File: config.mk
export PLATFORM = sky130hd
export DESIGN_NAME = uss_slave_port
export DESIGN_NICKNAME = d
export VERILOG_FILES = /design/src/design/uss_sync_edge.v /design/src/design/uss_slave_port.v
export VERILOG_INCLUDE_DIRS = /design/src /design/src/design
export SDC_FILE = /design/constraint.sdc
export NUM_CORES = 1
export LEC_CHECK = 0
export ABC_AREA = 1
export BUFFER_PORTS_ARGS = -buffer_cell sky130_fd_sc_hd__buf_2
export CAP_MARGIN = 20
export CORE_ASPECT_RATIO = 0.7
export CORE_MARGIN = 5
export CORE_UTILIZATION = 55
export DETAILED_ROUTE_END_ITERATION = 6
export HOLD_SLACK_MARGIN = 0.15
export PLACE_DENSITY = 0.78
export SLEW_MARGIN = 20
export SYNTH_ARGS = -nofsm -noshare
export SYNTH_HDL_FRONTEND = slang
export SYNTH_SLANG_ARGS = --single-unit
File: constraint.sdc
create_clock -name clk -period 1.57 [get_ports clk]
set_input_delay 0.0785 -clock clk [delete_from_list [all_inputs] [get_ports clk]]
set_output_delay 0.0785 -clock clk [all_outputs]
set_load 0.005 [all_outputs]
File: src/design/uss_defines.vh
// Constants for the synchronous slave serial port: register byte offsets,
// field positions and reset values.
// Assumes a 32-bit Avalon-MM slave with byte addresses, one word per register.
`ifndef USS_DEFINES_VH
`define USS_DEFINES_VH

// ----------------------------------------------------------------------------
// Register byte offsets
// ----------------------------------------------------------------------------
`define USS_OFS_INTERRUPT_CONTROL   6'h00
`define USS_OFS_FLAGS_ONE           6'h04
`define USS_OFS_ENABLES_ONE         6'h08
`define USS_OFS_PRIORITY_ONE        6'h0c
`define USS_OFS_RX_STATUS_CONTROL   6'h10
`define USS_OFS_TX_HOLDING_BUFFER   6'h14
`define USS_OFS_TX_STATUS_CONTROL   6'h18
`define USS_OFS_BIT_RATE_DIVISOR    6'h1c
`define USS_OFS_RECEIVE_BUFFER      6'h20

// ----------------------------------------------------------------------------
// Field positions
// ----------------------------------------------------------------------------
`define USS_GLOBAL_INT_EN_BIT       7
`define USS_PERIPH_INT_EN_BIT       6
`define USS_RX_COMPLETE_BIT         5
`define USS_TX_EMPTY_BIT            4
`define USS_PORT_EN_BIT             7
`define USS_RX_NINE_SEL_BIT         6
`define USS_SINGLE_RX_EN_BIT        5
`define USS_CONT_RX_EN_BIT          4
`define USS_ADDR_DETECT_BIT         3
`define USS_FRAMING_ERR_BIT         2
`define USS_OVERRUN_ERR_BIT         1
`define USS_RX_NINTH_BIT            0
`define USS_CLK_SRC_SEL_BIT         7
`define USS_TX_NINE_SEL_BIT         6
`define USS_TX_EN_BIT               5
`define USS_CLOCKED_MODE_BIT        4
`define USS_HIGH_SPEED_BIT          2
`define USS_SHIFT_EMPTY_BIT         1
`define USS_TX_NINTH_BIT            0

// ----------------------------------------------------------------------------
// Reset values and bus answers
// ----------------------------------------------------------------------------
`define USS_RST_BYTE                8'h00
`define USS_RST_TX_STATUS           8'h02
`define USS_WORD_BITS_EIGHT         4'h8
`define USS_WORD_BITS_NINE          4'h9
`define USS_RESP_OKAY               2'h0
`define USS_RESP_SLVERR             2'h2

`endif

File: src/design/uss_sync_edge.v
// Pin synchroniser for the shift clock and data pins, with a falling-edge
// detector on the shift clock.
// Assumes both pins are asynchronous to clk and much slower than it.
`timescale 1ns/100ps

module uss_sync_edge
(
  input  wire clk,
  input  wire rst_b,
  input  wire ck_pin,
  input  wire dt_pin,
  output wire dt_sync,
  output wire ck_fall
);

  // Both stages of each pin live in that pin's own generate scope, so no vector has two drivers.
  wire [1:0] pin_vec = {dt_pin, ck_pin};
  wire [1:0] sync_vec;
  reg        ck_last_reg;

  // --------------------------------------------------------------------------
  // Two flip-flops per pin
  // --------------------------------------------------------------------------
  genvar i;
  generate
    for (i = 0; i < 2; i = i + 1)
    begin : g_sync
      reg meta_reg;
      reg sync_reg;
      always @(posedge clk or negedge rst_b)
      begin
        if (!rst_b)
        begin
          meta_reg <= 1'b0;
          sync_reg <= 1'b0;
        end
        else
        begin
          meta_reg <= pin_vec[i];
          sync_reg <= meta_reg;
        end
      end
      assign sync_vec[i] = sync_reg;
    end
  endgenerate

  always @(posedge clk or negedge rst_b)
  begin
    if (!rst_b)
      ck_last_reg <= 1'b0;
    else
      ck_last_reg <= sync_vec[0];
  end

  assign dt_sync = sync_vec[1];
  assign ck_fall = ck_last_reg & ~sync_vec[0];

endmodule // uss_sync_edge

File: src/design/uss_slave_port.v
// Overview of operation
// - Slave mode behaves as master, external clock.
// - First queued word moves straight into shifter.
// - Second word waits; empty flag stays clear.
// - After shift-out, reload shifter and set flag in same cycle.
// - Empty flag with enable raises wake interrupt.
// - Nine-bit transmit sends software-placed ninth bit.
// - Transmit enable; holding write starts transfer.
// - Single-receive enable is ignored in slave mode.
// - Continuous receive works while core sleeps.
// - Complete word moves to buffer; enabled wake.
// - Receive-complete flag sets; interrupt needs enable.
// - Status register gives ninth bit and errors.
// - Clearing continuous receive clears receive errors.
// - Empty flag clears by holding write or by transmit disable.
// - External party drives clock; device never does.
// - Shift-empty status reads set when shifter idle.
// - Continuous receive repeats until enable cleared.
//
// Top of the synchronous slave serial port. Assumes a 32-bit Avalon-MM
// master on clk and a slow external master driving the clock pin.
`timescale 1ns/100ps
`include "uss_defines.vh"

module uss_slave_port
(
  input  wire        clk,
  input  wire        rst_b,
  input  wire [5:0]  avs_address,
  input  wire        avs_read,
  input  wire        avs_write,
  input  wire [31:0] avs_writedata,
  input  wire [3:0]  avs_byteenable,
  output reg  [31:0] avs_readdata,
  output reg         avs_waitrequest,
  output reg  [1:0]  avs_response,
  input  wire        ck_in,
  output reg         ck_out,
  output reg         ck_oe,
  input  wire        dt_in,
  output reg         dt_out,
  output reg         dt_oe,
  output reg         wake_req,
  output reg         irq
);

  // --------------------------------------------------------------------------
  // Decoding helpers
  // --------------------------------------------------------------------------
  function hit;
    input [5:0] addr;
    input [5:0] ofs;
    begin
      hit = (addr == ofs);
    end
  endfunction

  function [3:0] word_bits;
    input nine;
    begin
      word_bits = nine ? `USS_WORD_BITS_NINE : `USS_WORD_BITS_EIGHT;
    end
  endfunction

  // --------------------------------------------------------------------------
  // State
  // --------------------------------------------------------------------------
  reg  [7:0] int_ctrl_reg;
  reg  [7:0] enables_reg;
  reg  [7:0] priority_reg;
  reg  [7:0] rx_ctrl_reg;
  reg  [7:0] tx_ctrl_reg;
  reg  [7:0] divisor_reg;
  reg  [7:0] hold_reg;
  reg        hold_full_reg;
  reg        tx_empty_flag_reg;
  reg  [8:0] tsr_reg;
  reg  [3:0] tx_cnt_reg;
  reg        tsr_full_reg;
  reg  [8:0] rsr_reg;
  reg  [3:0] rx_cnt_reg;
  reg  [7:0] rx_buf_reg;
  reg        rx_ninth_reg;
  reg        rx_flag_reg;
  reg        overrun_reg;

  wire       dt_sync;
  wire       ck_fall;

  uss_sync_edge u_sync
  (
    .clk     (clk),
    .rst_b   (rst_b),
    .ck_pin  (ck_in),
    .dt_pin  (dt_in),
    .dt_sync (dt_sync),
    .ck_fall (ck_fall)
  );

  // --------------------------------------------------------------------------
  // Bus access qualification
  // --------------------------------------------------------------------------
  wire req     = avs_read | avs_write;
  wire accept  = req & ~avs_waitrequest;
  wire wr_lo   = accept & avs_write & avs_byteenable[0];
  wire rd_acc  = accept & avs_read;
  wire mapped  = hit(avs_address, `USS_OFS_INTERRUPT_CONTROL)
               | hit(avs_address, `USS_OFS_FLAGS_ONE)
               | hit(avs_address, `USS_OFS_ENABLES_ONE)
               | hit(avs_address, `USS_OFS_PRIORITY_ONE)
               | hit(avs_address, `USS_OFS_RX_STATUS_CONTROL)
               | hit(avs_address, `USS_OFS_TX_HOLDING_BUFFER)
               | hit(avs_address, `USS_OFS_TX_STATUS_CONTROL)
               | hit(avs_address, `USS_OFS_BIT_RATE_DIVISOR)
               | hit(avs_address, `USS_OFS_RECEIVE_BUFFER);

  wire wr_hold = wr_lo & hit(avs_address, `USS_OFS_TX_HOLDING_BUFFER);
  wire wr_rxc  = wr_lo & hit(avs_address, `USS_OFS_RX_STATUS_CONTROL);
  wire wr_txc  = wr_lo & hit(avs_address, `USS_OFS_TX_STATUS_CONTROL);
  wire rd_rbuf = rd_acc & hit(avs_address, `USS_OFS_RECEIVE_BUFFER);

  // --------------------------------------------------------------------------
  // Mode decode
  // --------------------------------------------------------------------------
  // Master clock generation is not built; with the clock source bit set
  // the port simply stays idle rather than shift on a clock nobody drives.
  wire slave_on = rx_ctrl_reg[`USS_PORT_EN_BIT]
                & tx_ctrl_reg[`USS_CLOCKED_MODE_BIT]
                & ~tx_ctrl_reg[`USS_CLK_SRC_SEL_BIT];
  wire cont_rx  = rx_ctrl_reg[`USS_CONT_RX_EN_BIT];
  // Reception owns the data line whenever continuous receive is on.
  wire rx_on    = slave_on & cont_rx;
  wire tx_on    = slave_on & tx_ctrl_reg[`USS_TX_EN_BIT] & ~cont_rx;
  wire tx_nine  = tx_ctrl_reg[`USS_TX_NINE_SEL_BIT];
  wire rx_nine  = rx_ctrl_reg[`USS_RX_NINE_SEL_BIT];

  // --------------------------------------------------------------------------
  // Transmit path
  // --------------------------------------------------------------------------
  wire load_tsr  = tx_on & hold_full_reg & ~tsr_full_reg;
  wire tx_last   = (tx_cnt_reg == 4'h1);
  wire tx_shift  = tx_on & tsr_full_reg & ck_fall;

  reg  hold_full_next;
  always @*
  begin
    hold_full_next = hold_full_reg;
    if (load_tsr)
      hold_full_next = 1'b0;
    if (wr_hold)
      hold_full_next = 1'b1;
  end

  always @(posedge clk or negedge rst_b)
  begin
    if (!rst_b)
    begin
      hold_reg          <= `USS_RST_BYTE;
      hold_full_reg     <= 1'b0;
      tx_empty_flag_reg <= 1'b0;
      tsr_reg           <= 9'h000;
      tx_cnt_reg        <= 4'h0;
      tsr_full_reg      <= 1'b0;
    end
    else
    begin
      if (wr_hold)
        hold_reg <= avs_writedata[7:0];
      hold_full_reg <= hold_full_next;
      // Set only while the holding buffer is free, cleared by a fresh word
      // or by clearing the transmit enable; software writes to the flag register cannot touch it.
      tx_empty_flag_reg <= tx_ctrl_reg[`USS_TX_EN_BIT]
                         & ~hold_full_next;
      if (load_tsr)
      begin
        tsr_reg      <= {tx_ctrl_reg[`USS_TX_NINTH_BIT], hold_reg};
        tx_cnt_reg   <= word_bits(tx_nine);
        tsr_full_reg <= 1'b1;
      end
      else if (!tx_on)
      begin
        // Dropping the enable abandons a word in flight.
        tsr_full_reg <= 1'b0;
        tx_cnt_reg   <= 4'h0;
      end
      else if (tx_shift)
      begin
        tsr_reg    <= {1'b0, tsr_reg[8:1]};
        tx_cnt_reg <= tx_cnt_reg - 4'h1;
        if (tx_last)
          tsr_full_reg <= 1'b0;
      end
    end
  end

  // --------------------------------------------------------------------------
  // Receive path
  // --------------------------------------------------------------------------
  wire       rx_shift = rx_on & ~overrun_reg & ck_fall;
  wire       rx_last  = (rx_cnt_reg == word_bits(rx_nine) - 4'h1);
  wire       rx_done  = rx_shift & rx_last;
  // A word finishing while the previous one is still unread is lost.
  wire       rx_lost  = rx_done & rx_flag_reg & ~rd_rbuf;
  wire       rx_keep  = rx_done & ~rx_lost;
  reg  [8:0] rx_word;

  always @*
  begin
    rx_word = rsr_reg;
    rx_word[rx_cnt_reg] = dt_sync;
  end

  always @(posedge clk or negedge rst_b)
  begin
    if (!rst_b)
    begin
      rsr_reg      <= 9'h000;
      rx_cnt_reg   <= 4'h0;
      rx_buf_reg   <= `USS_RST_BYTE;
      rx_ninth_reg <= 1'b0;
      rx_flag_reg  <= 1'b0;
      overrun_reg  <= 1'b0;
    end
    else
    begin
      if (!rx_on)
        rx_cnt_reg <= 4'h0;
      else if (rx_shift)
      begin
        rsr_reg    <= rx_word;
        rx_cnt_reg <= rx_last ? 4'h0 : rx_cnt_reg + 4'h1;
      end
      if (rx_keep)
      begin
        rx_buf_reg   <= rx_word[7:0];
        rx_ninth_reg <= rx_nine ? rx_word[8] : 1'b0;
      end
      // A completion in the same cycle as the buffer read wins.
      rx_flag_reg <= rx_keep | (rx_flag_reg & ~rd_rbuf);
      if (!cont_rx)
        overrun_reg <= 1'b0;
      else if (rx_lost)
        overrun_reg <= 1'b1;
    end
  end

  // --------------------------------------------------------------------------
  // Control registers
  // --------------------------------------------------------------------------
  always @(posedge clk or negedge rst_b)
  begin
    if (!rst_b)
    begin
      int_ctrl_reg <= `USS_RST_BYTE;
      enables_reg  <= `USS_RST_BYTE;
      priority_reg <= `USS_RST_BYTE;
      rx_ctrl_reg  <= `USS_RST_BYTE;
      tx_ctrl_reg  <= `USS_RST_BYTE;
      divisor_reg  <= `USS_RST_BYTE;
    end
    else
    begin
      if (wr_lo & hit(avs_address, `USS_OFS_INTERRUPT_CONTROL))
        int_ctrl_reg <= avs_writedata[7:0];
      if (wr_lo & hit(avs_address, `USS_OFS_ENABLES_ONE))
        enables_reg <= avs_writedata[7:0];
      if (wr_lo & hit(avs_address, `USS_OFS_PRIORITY_ONE))
        priority_reg <= avs_writedata[7:0];
      if (wr_lo & hit(avs_address, `USS_OFS_BIT_RATE_DIVISOR))
        divisor_reg <= avs_writedata[7:0];
      // Error and ninth-bit fields are status; only control bits store.
      if (wr_rxc)
        rx_ctrl_reg <= {avs_writedata[7:3], 3'b000};
      // The shift-empty bit is status and is never stored.
      if (wr_txc)
        tx_ctrl_reg <= {avs_writedata[7:4], 1'b0, avs_writedata[2],
                        1'b0, avs_writedata[0]};
    end
  end

  // --------------------------------------------------------------------------
  // Read data assembly
  // --------------------------------------------------------------------------
  wire [7:0] flags_view = {2'b00, rx_flag_reg, tx_empty_flag_reg, 4'h0};
  wire [7:0] rxc_view   = {rx_ctrl_reg[7:3], 1'b0, overrun_reg,
                           rx_ninth_reg};
  wire [7:0] txc_view   = {tx_ctrl_reg[7:2], ~tsr_full_reg,
                           tx_ctrl_reg[0]};
  reg  [7:0] rd_byte;

  always @*
  begin
    rd_byte = 8'h00;
    case (avs_address)
      `USS_OFS_INTERRUPT_CONTROL: rd_byte = int_ctrl_reg;
      `USS_OFS_FLAGS_ONE:         rd_byte = flags_view;
      `USS_OFS_ENABLES_ONE:       rd_byte = enables_reg;
      `USS_OFS_PRIORITY_ONE:      rd_byte = priority_reg;
      `USS_OFS_RX_STATUS_CONTROL: rd_byte = rxc_view;
      `USS_OFS_TX_HOLDING_BUFFER: rd_byte = hold_reg;
      `USS_OFS_TX_STATUS_CONTROL: rd_byte = txc_view;
      `USS_OFS_BIT_RATE_DIVISOR:  rd_byte = divisor_reg;
      `USS_OFS_RECEIVE_BUFFER:    rd_byte = rx_buf_reg;
      default:                    rd_byte = 8'h00;
    endcase
  end

  // --------------------------------------------------------------------------
  // Avalon answer: one wait cycle, then a single ready cycle
  // --------------------------------------------------------------------------
  always @(posedge clk or negedge rst_b)
  begin
    if (!rst_b)
    begin
      avs_waitrequest <= 1'b1;
      avs_readdata    <= 32'h0000_0000;
      avs_response    <= `USS_RESP_OKAY;
    end
    else
    begin
      avs_waitrequest <= ~(req & avs_waitrequest);
      if (req & avs_waitrequest)
      begin
        avs_readdata <= {24'h00_0000, rd_byte};
        avs_response <= mapped ? `USS_RESP_OKAY : `USS_RESP_SLVERR;
      end
    end
  end

  // --------------------------------------------------------------------------
  // Pins and interrupt outputs
  // --------------------------------------------------------------------------
  wire tx_pend = tx_empty_flag_reg & enables_reg[`USS_TX_EMPTY_BIT];
  wire rx_pend = rx_flag_reg & enables_reg[`USS_RX_COMPLETE_BIT];

  always @(posedge clk or negedge rst_b)
  begin
    if (!rst_b)
    begin
      ck_out   <= 1'b0;
      ck_oe    <= 1'b0;
      dt_out   <= 1'b0;
      dt_oe    <= 1'b0;
      wake_req <= 1'b0;
      irq      <= 1'b0;
    end
    else
    begin
      ck_out   <= 1'b0;
      ck_oe    <= 1'b0;
      dt_out   <= tsr_reg[0];
      dt_oe    <= tx_on & tsr_full_reg;
      // Wake needs only the peripheral enable; vectoring needs both
      // global enables as well.
      wake_req <= tx_pend | rx_pend;
      irq      <= (tx_pend | rx_pend)
                & int_ctrl_reg[`USS_GLOBAL_INT_EN_BIT]
                & int_ctrl_reg[`USS_PERIPH_INT_EN_BIT];
    end
  end

endmodule // uss_slave_port

==> results.toml, run 1 <==
[worst_setup_path]
cpMaxStageDelayCell = "dfrtp_1"
worstSetupStartpointType = "flop"
critPathCaptureType = "flop"
timing.critical_path.mode_cell = "nand2_1"
critical_path_depth_in_cells = 8
crit_family = "simple AND/OR/NAND/NOR gates"
crit_arrival_ps = 1680
worst_r2r_endpoint = "tsr_reg[1]"
crit_type = "flop to flop"
crit_required_ps = 1800
ff2ff_path_depth = 8
critical-path-max-stage-delay_ps = 380
r2r-start = "tx_ctrl_reg[4]"
critPathLaunch = "tx_ctrl_reg[4]"
cp_bufs_invs = 2
crit_path_cell_trace = "nand2_1, nor2_2, nand3_2, inv_2, nand2_2, buf_12, o211ai_1, nand2_1"
regToRegSetupSlack_ps = 120
worstPathMaxFanout = 14

[sta]
skew_ps = 6.83
finalCritPeriodShare_pct = 92.3
report.final.slew_viol_count = 0
grt_setup_unrepaired = "true"
achievable-frequency_mhz = 690
final_hold_violation_count = 0
setup-violations-final = 0
final_period_minus_worst_setup_slack_ps = 1450

[hold_path]
hp-class = "primary input to flop"
whs_path_depth = 3
worst_hold_startpoint = "avs_writedata[0]"
min_to = "priority_reg[0]"

[synth]
synth-edff-count = 0
ys_seq_elements = 110
post_synth_instance_area_mm2 = 0.00561
syn-mean-instance-area_um2 = 8.34
async_reset_ff_share_pct = 100
ys_seq_area_share_pct = 49.1
ys.warnings.count = 0
netlist_instances = 673
yosys.cell_types.count = 39
synth_flop_cell = "dfrtp_1"

[final_layout]
flow.area_growth_from_synthesis_pct = 14.6
multi_input_area_mm2 = 0.00244
finalNonFillerCells = 869
area.sequential_mm2 = 0.00275
post_route_cells_drive_above_1_share_pct = 18.2
finish.net_count = 791
layout.cell_area.non_filler_mm2 = 0.00643
final.fill_count = 816
finalCoreUtilization_pct = 65.4
antenna-diode-count = 0

[grt]
global_route_wire_length_before_repair_um = 22500
grt-ovfl-total = 0
number_of_antenna_violations_at_the_first_check_in_global_routing = 0
first_global_vias = 4551
gr-usage-all-layers_pct = 23.5
grt_max_degree = 47

[floorplanning]
initial_utilization_pct = 57.1
io_pins = 89
core_area_mm2 = 0.00983
die_h_um = 94.5
full_die_area_mm2 = 0.0124
dieWidth_um = 131
floorplan.rows = 30

[power_and_ir_drop]
power.share.switching_pct = 24.1
power-per-cell-area_mw_per_mm2 = 881
sum_of_internal_switching_and_leakage_power_mw = 5.67
power_frac_clock_pct = 39.3
total_switching_power_mw = 1.37
combPwrFrac_pct = 8.0
ir_drop_mv = 0.625
seqPwrFrac_pct = 52.6
cellLeakagePower_nw = 3.28
intPower_mw = 4.30

[cts]
clock_tree.htree_level_count = 3
cts.sinks = 110
clk_pin_slew_ps = 70
tritoncts_clock_tree = "yes"
cts_buffers = 9
cts.path.max_buffers = 2
root_buffer = "clkbuf_16"
clk_latency_ps = 350

[routing]
total_drc_errors_in_the_routed_layout = 0
wl_per_cell_um = 15.7
num_vias = 4769
drtPass1Iterations = 5
drt-initial-drc-count = 378
route.final.wire_length_um = 13700
routed_antenna_nets = 0
vias_per_cell = 5.49

[run]
max_cap_viol_count = 0

[placed_design]
gp_routability_congestion = 0.921
port_buf_inserts = 34
hpwl_um = 9920
post_dp_cell_area_mm2 = 0.00592
place.detailed.instances = 835

[outcome]
run_status = "complete, no violations"
==> cell usage in the layout (no fill, tap or decap), types with 2 or more instances in the layout <==
master,count
conb_1,27
clkinvlp_4,4
buf_4,21
nand2_2,4
nor2_2,3
nor2_1,33
and2_0,2
inv_2,8
dfrtp_1,109
o21ai_0,57
nand3_2,5
clkbuf_16,10
a31oi_1,5
nand2_1,206
buf_12,5
nor2_4,11
inv_1,50
o21ai_1,10
buf_2,33
a21oi_1,6
nor3_1,5
o211ai_1,2
ha_1,5
nand4_1,12
nand2_4,7
nand3_1,57
nand3_4,2
xor2_1,2
o21ai_2,14
dlygate4sd3_1,11
==> metrics by stage <==
step	hold slack, ps	worst slack [ps]	TNS (ps)
5_1_grt	209	-20.6	-33.0
4_1_cts	169	22.6	0
3_5_place_dp	36.8	32.4	0
2_1_floorplan	-217	193	0
6_report	184	121	0
3_3_place_gp	26.7	101	0
==> kinds of logic after synthesis <==
logic type,Yosys count,synth area share [%]
compound gates,98,10.2
other cells,1,0.0668
simple gates,350,29.1
buf+inv,105,9.79
flops,110,49.1
xor+xnor,3,0.468
fa+ha+maj,6,1.34
==> power by group through the flow <==
stage | Clock [mW] | Sequential (mW) | Combinational, mW
after floorplan | 0 | 3.02 | 0.267
after global placement | 0 | 3.03 | 0.410
after detailed placement | 0 | 3.04 | 0.425
after CTS | 2.28 | 2.98 | 0.447
after global routing | 2.39 | 2.99 | 0.513
final | 2.23 | 2.98 | 0.455
==> per-layer routing <==
metal	track usage, %	wire [µm]	share of wire [%]	vias up
met5	0	0	0	-
met4	5.65	202	1.5	0
met3	6.22	1180	8.6	25
met2	36.2	6240	46	196
met1	33.3	6050	44	2292
li1	-	-	-	2256
==> Yosys cell counts (2+ instances only) <==
cell | count | area, µm²
a21oi_1 | 6 | 30.0
a31oi_1 | 5 | 31.3
and2_0 | 2 | 12.5
buf_2 | 6 | 30.0
buf_4 | 33 | 248
buf_6 | 3 | 33.8
clkbuf_1 | 2 | 7.51
dfrtp_1 | 109 | 2730
ha_1 | 6 | 75.1
inv_1 | 51 | 191
inv_2 | 8 | 30.0
nand2_1 | 209 | 785
nand2_2 | 3 | 18.8
nand2_4 | 5 | 56.3
nand3_1 | 57 | 285
nand3_2 | 6 | 60.1
nand4_1 | 12 | 75.1
nor2_1 | 34 | 128
nor2_2 | 2 | 12.5
nor2_4 | 11 | 124
nor3_1 | 5 | 25.0
o211ai_1 | 2 | 15.0
o21ai_0 | 58 | 290
o21ai_1 | 9 | 45.0
o21ai_2 | 14 | 123
xor2_1 | 2 | 17.5
==> tightest hold or removal path: stages <==
cell	delay, ps
buf_2	70
inv_1	170
o21ai_1	180
==> cell type report <==
type,count,area share [%]
Inverter,61,3.64
Sequential cell,110,42.8
Clock buffer,10,3.56
Tap cell,128,2.49
Multi-Input combinational cell,484,37.9
Clock inverter,5,0.953
Timing Repair Buffer,71,8.68
==> what timing repair did <==
| action | CTS | global route |
|---|---|---|
| hold buffers | 11 | 0 |
| endpoints found under the setup margin | 0 | 33 |
| endpoints found under the hold margin | 124 | 0 |
| buffers inserted | 0 | 7 |
| gates resized for setup | 0 | 10 |
==> how the worst max path moves through the flow <==
stage                                  to
after CTS                   rx_buf_reg[0]
after global routing       enables_reg[3]
after floorplan           avs_response[1]
final                          tsr_reg[1]
after detailed placement    tx_cnt_reg[2]
after global placement      tx_cnt_reg[0]
Power figures use the tool's default switching activity.
==> inputs of run 2 (changes only) <==
--- a/config.mk
+++ b/config.mk
@@ -9,12 +9,14 @@
 export ABC_AREA = 1
 export BUFFER_PORTS_ARGS = -buffer_cell sky130_fd_sc_hd__buf_2
 export CAP_MARGIN = 20
+export CELL_PAD_IN_SITES_DETAIL_PLACEMENT = 0
+export CELL_PAD_IN_SITES_GLOBAL_PLACEMENT = 2
 export CORE_ASPECT_RATIO = 0.7
 export CORE_MARGIN = 5
-export CORE_UTILIZATION = 55
+export CORE_UTILIZATION = 34
 export DETAILED_ROUTE_END_ITERATION = 6
 export HOLD_SLACK_MARGIN = 0.15
-export PLACE_DENSITY = 0.78
+export PLACE_DENSITY_LB_ADDON = 0.1
 export SLEW_MARGIN = 20
 export SYNTH_ARGS = -nofsm -noshare
 export SYNTH_HDL_FRONTEND = slang
==> results.toml, run 2 (synthesis results as in run 1) <==
[outcome]
run_status = "complete, no violations"

[routing]
drt-initial-drc-count = 324
total_drc_errors_in_the_routed_layout = 0
routed_antenna_nets = 0
route.final.wire_length_um = 15300
num_vias = 4512
wl_per_cell_um = 15.7
vias_per_cell = 4.63
drtPass1Iterations = 5

[sta]
skew_ps = 7.85
achievable-frequency_mhz = 685
final_hold_violation_count = 0
setup-violations-final = 0
final_period_minus_worst_setup_slack_ps = 1460
hold_slack_ps = 162
finalCritPeriodShare_pct = 93.0
report.final.slew_viol_count = 0

[final_layout]
mostFrequentLayoutCell = "nand2_1"
antenna-diode-count = 0
finish.net_count = 798
final_cell_mix = "206 x nand2_1, 109 x dfrtp_1, 57 x nand3_1"
final.fill_count = 1721
flow.area_growth_from_synthesis_pct = 17.7
finalCoreUtilization_pct = 40.7
post_route_cells_drive_above_1_share_pct = 18.4
finalNonFillerCells = 974

[grt]
grt_max_degree = 38
gr-usage-all-layers_pct = 16.6
first_global_vias = 4468
global_route_wire_length_before_repair_um = 24800
number_of_antenna_violations_at_the_first_check_in_global_routing = 0
grt-ovfl-total = 0

[floorplanning]
core_area_mm2 = 0.0162
floorplan.rows = 39
die_h_um = 117
dieWidth_um = 164
initial_utilization_pct = 34.5
io_pins = 89
full_die_area_mm2 = 0.0192

[cts]
tritoncts_clock_tree = "yes"
clock_tree.htree_level_count = 3
clk_latency_ps = 350
root_buffer = "clkbuf_16"
cts_buffers = 9
cts.path.max_buffers = 2
cts.sinks = 110
clk_pin_slew_ps = 70

[placed_design]
hpwl_um = 11300
gp_routability_congestion = 0.818
place.detailed.instances = 943
port_buf_inserts = 34

[power_and_ir_drop]
power-per-cell-area_mw_per_mm2 = 876
cellLeakagePower_nw = 3.34
ir_drop_mv = 0.417

[worst_setup_path]
crit_path_cell_trace = "inv_2, nand3_1, buf_4, nor2_4, inv_1, nand2_1, nor2_1"
crit_family = "flip-flops"
cpMaxStageDelayCell = "dfstp_2"
crit_arrival_ps = 1710
critPathCaptureType = "flop"
crit_required_ps = 1820
cp_bufs_invs = 3
crit_type = "flop to flop"
worstSetupStartpointType = "flop"
critical-path-max-stage-delay_ps = 540
worstPathMaxFanout = 5

[run]
max_cap_viol_count = 0

[hold_path]
hp-class = "primary input to asynchronous set/reset pin"
==> run 2: cell count changes in the layout (fill, tap and decap cells not counted), sizes merged <==
cell / change
inv: +1
clkinv: -1
clkinvlp: -4
clkbuf: +5
buf: +7
==> run 2: power breakdown <==
part / internal, mW / total (mW) / switching [mW]
Clock: 1.33 / 2.34 / 1.01
Combinational: 0.148 / 0.463 / 0.315
Sequential: 2.92 / 2.98 / 0.0562
==> run 2: final timing paths <==
kind / startpoint / end / slack [ps] / cells past startpoint
worst min register to register: u_sync.g_sync[0].meta_reg / u_sync.g_sync[0].sync_reg / 360 / 0
min in group clk: avs_write / avs_waitrequest / 170 / 4
worst min-delay path: rst_b / dt_out / 160 / 2
worst max register to register: avs_waitrequest / tx_empty_flag_reg / 110 / 7
worst max-delay path: avs_waitrequest / tx_empty_flag_reg / 110 / 7
max in group asynchronous: rst_b / divisor_reg[6] / 770 / 3
==> run 2: timing repair <==
| item | 4_1_cts | 5_1_grt |
|---|---|---|
| gates resized for setup | 0 | 13 |
| hold buffers | 11 | 0 |
| setup buffers | 0 | 3 |
| endpoints found under the hold margin | 126 | 0 |
| endpoints found under the setup margin | 0 | 29 |
==> run 2: per-stage QoR <==
step	total power, mW	instance area, µm²	setup WS, ps	setup TNS (ps)
2_1_floorplan	3.29	5710	193	0
3_3_place_gp	3.47	6110	79.5	0
3_5_place_dp	3.48	6110	17.5	0
4_1_cts	5.89	6520	17.6	0
5_1_grt	6.04	6610	-1.59	-3.02
6_report	5.79	6610	109	0
==> run 2: routing by layer <==
metal | vias to the layer above | part of all wire [%] | track usage, % | wire (µm)
li1 | 2264 | - | - | -
met1 | 2132 | 53 | 26.2 | 8140
met2 | 101 | 41 | 23.0 | 6240
met3 | 15 | 4.7 | 3.08 | 712
met4 | 0 | 1.3 | 4.45 | 195
met5 | - | 0 | 0 | 0
==> run 2: cell type report <==
type / instances / area (µm²) / area share (%)
Clock buffer: 15 / 268 / 4.05
Clock inverter: 1 / 30.0 / 0.455
Inverter: 61 / 230 / 3.48
Multi-Input combinational cell: 484 / 2440 / 37.0
Sequential cell: 110 / 2750 / 41.7
Tap cell: 225 / 282 / 4.26
Timing Repair Buffer: 78 / 602 / 9.11
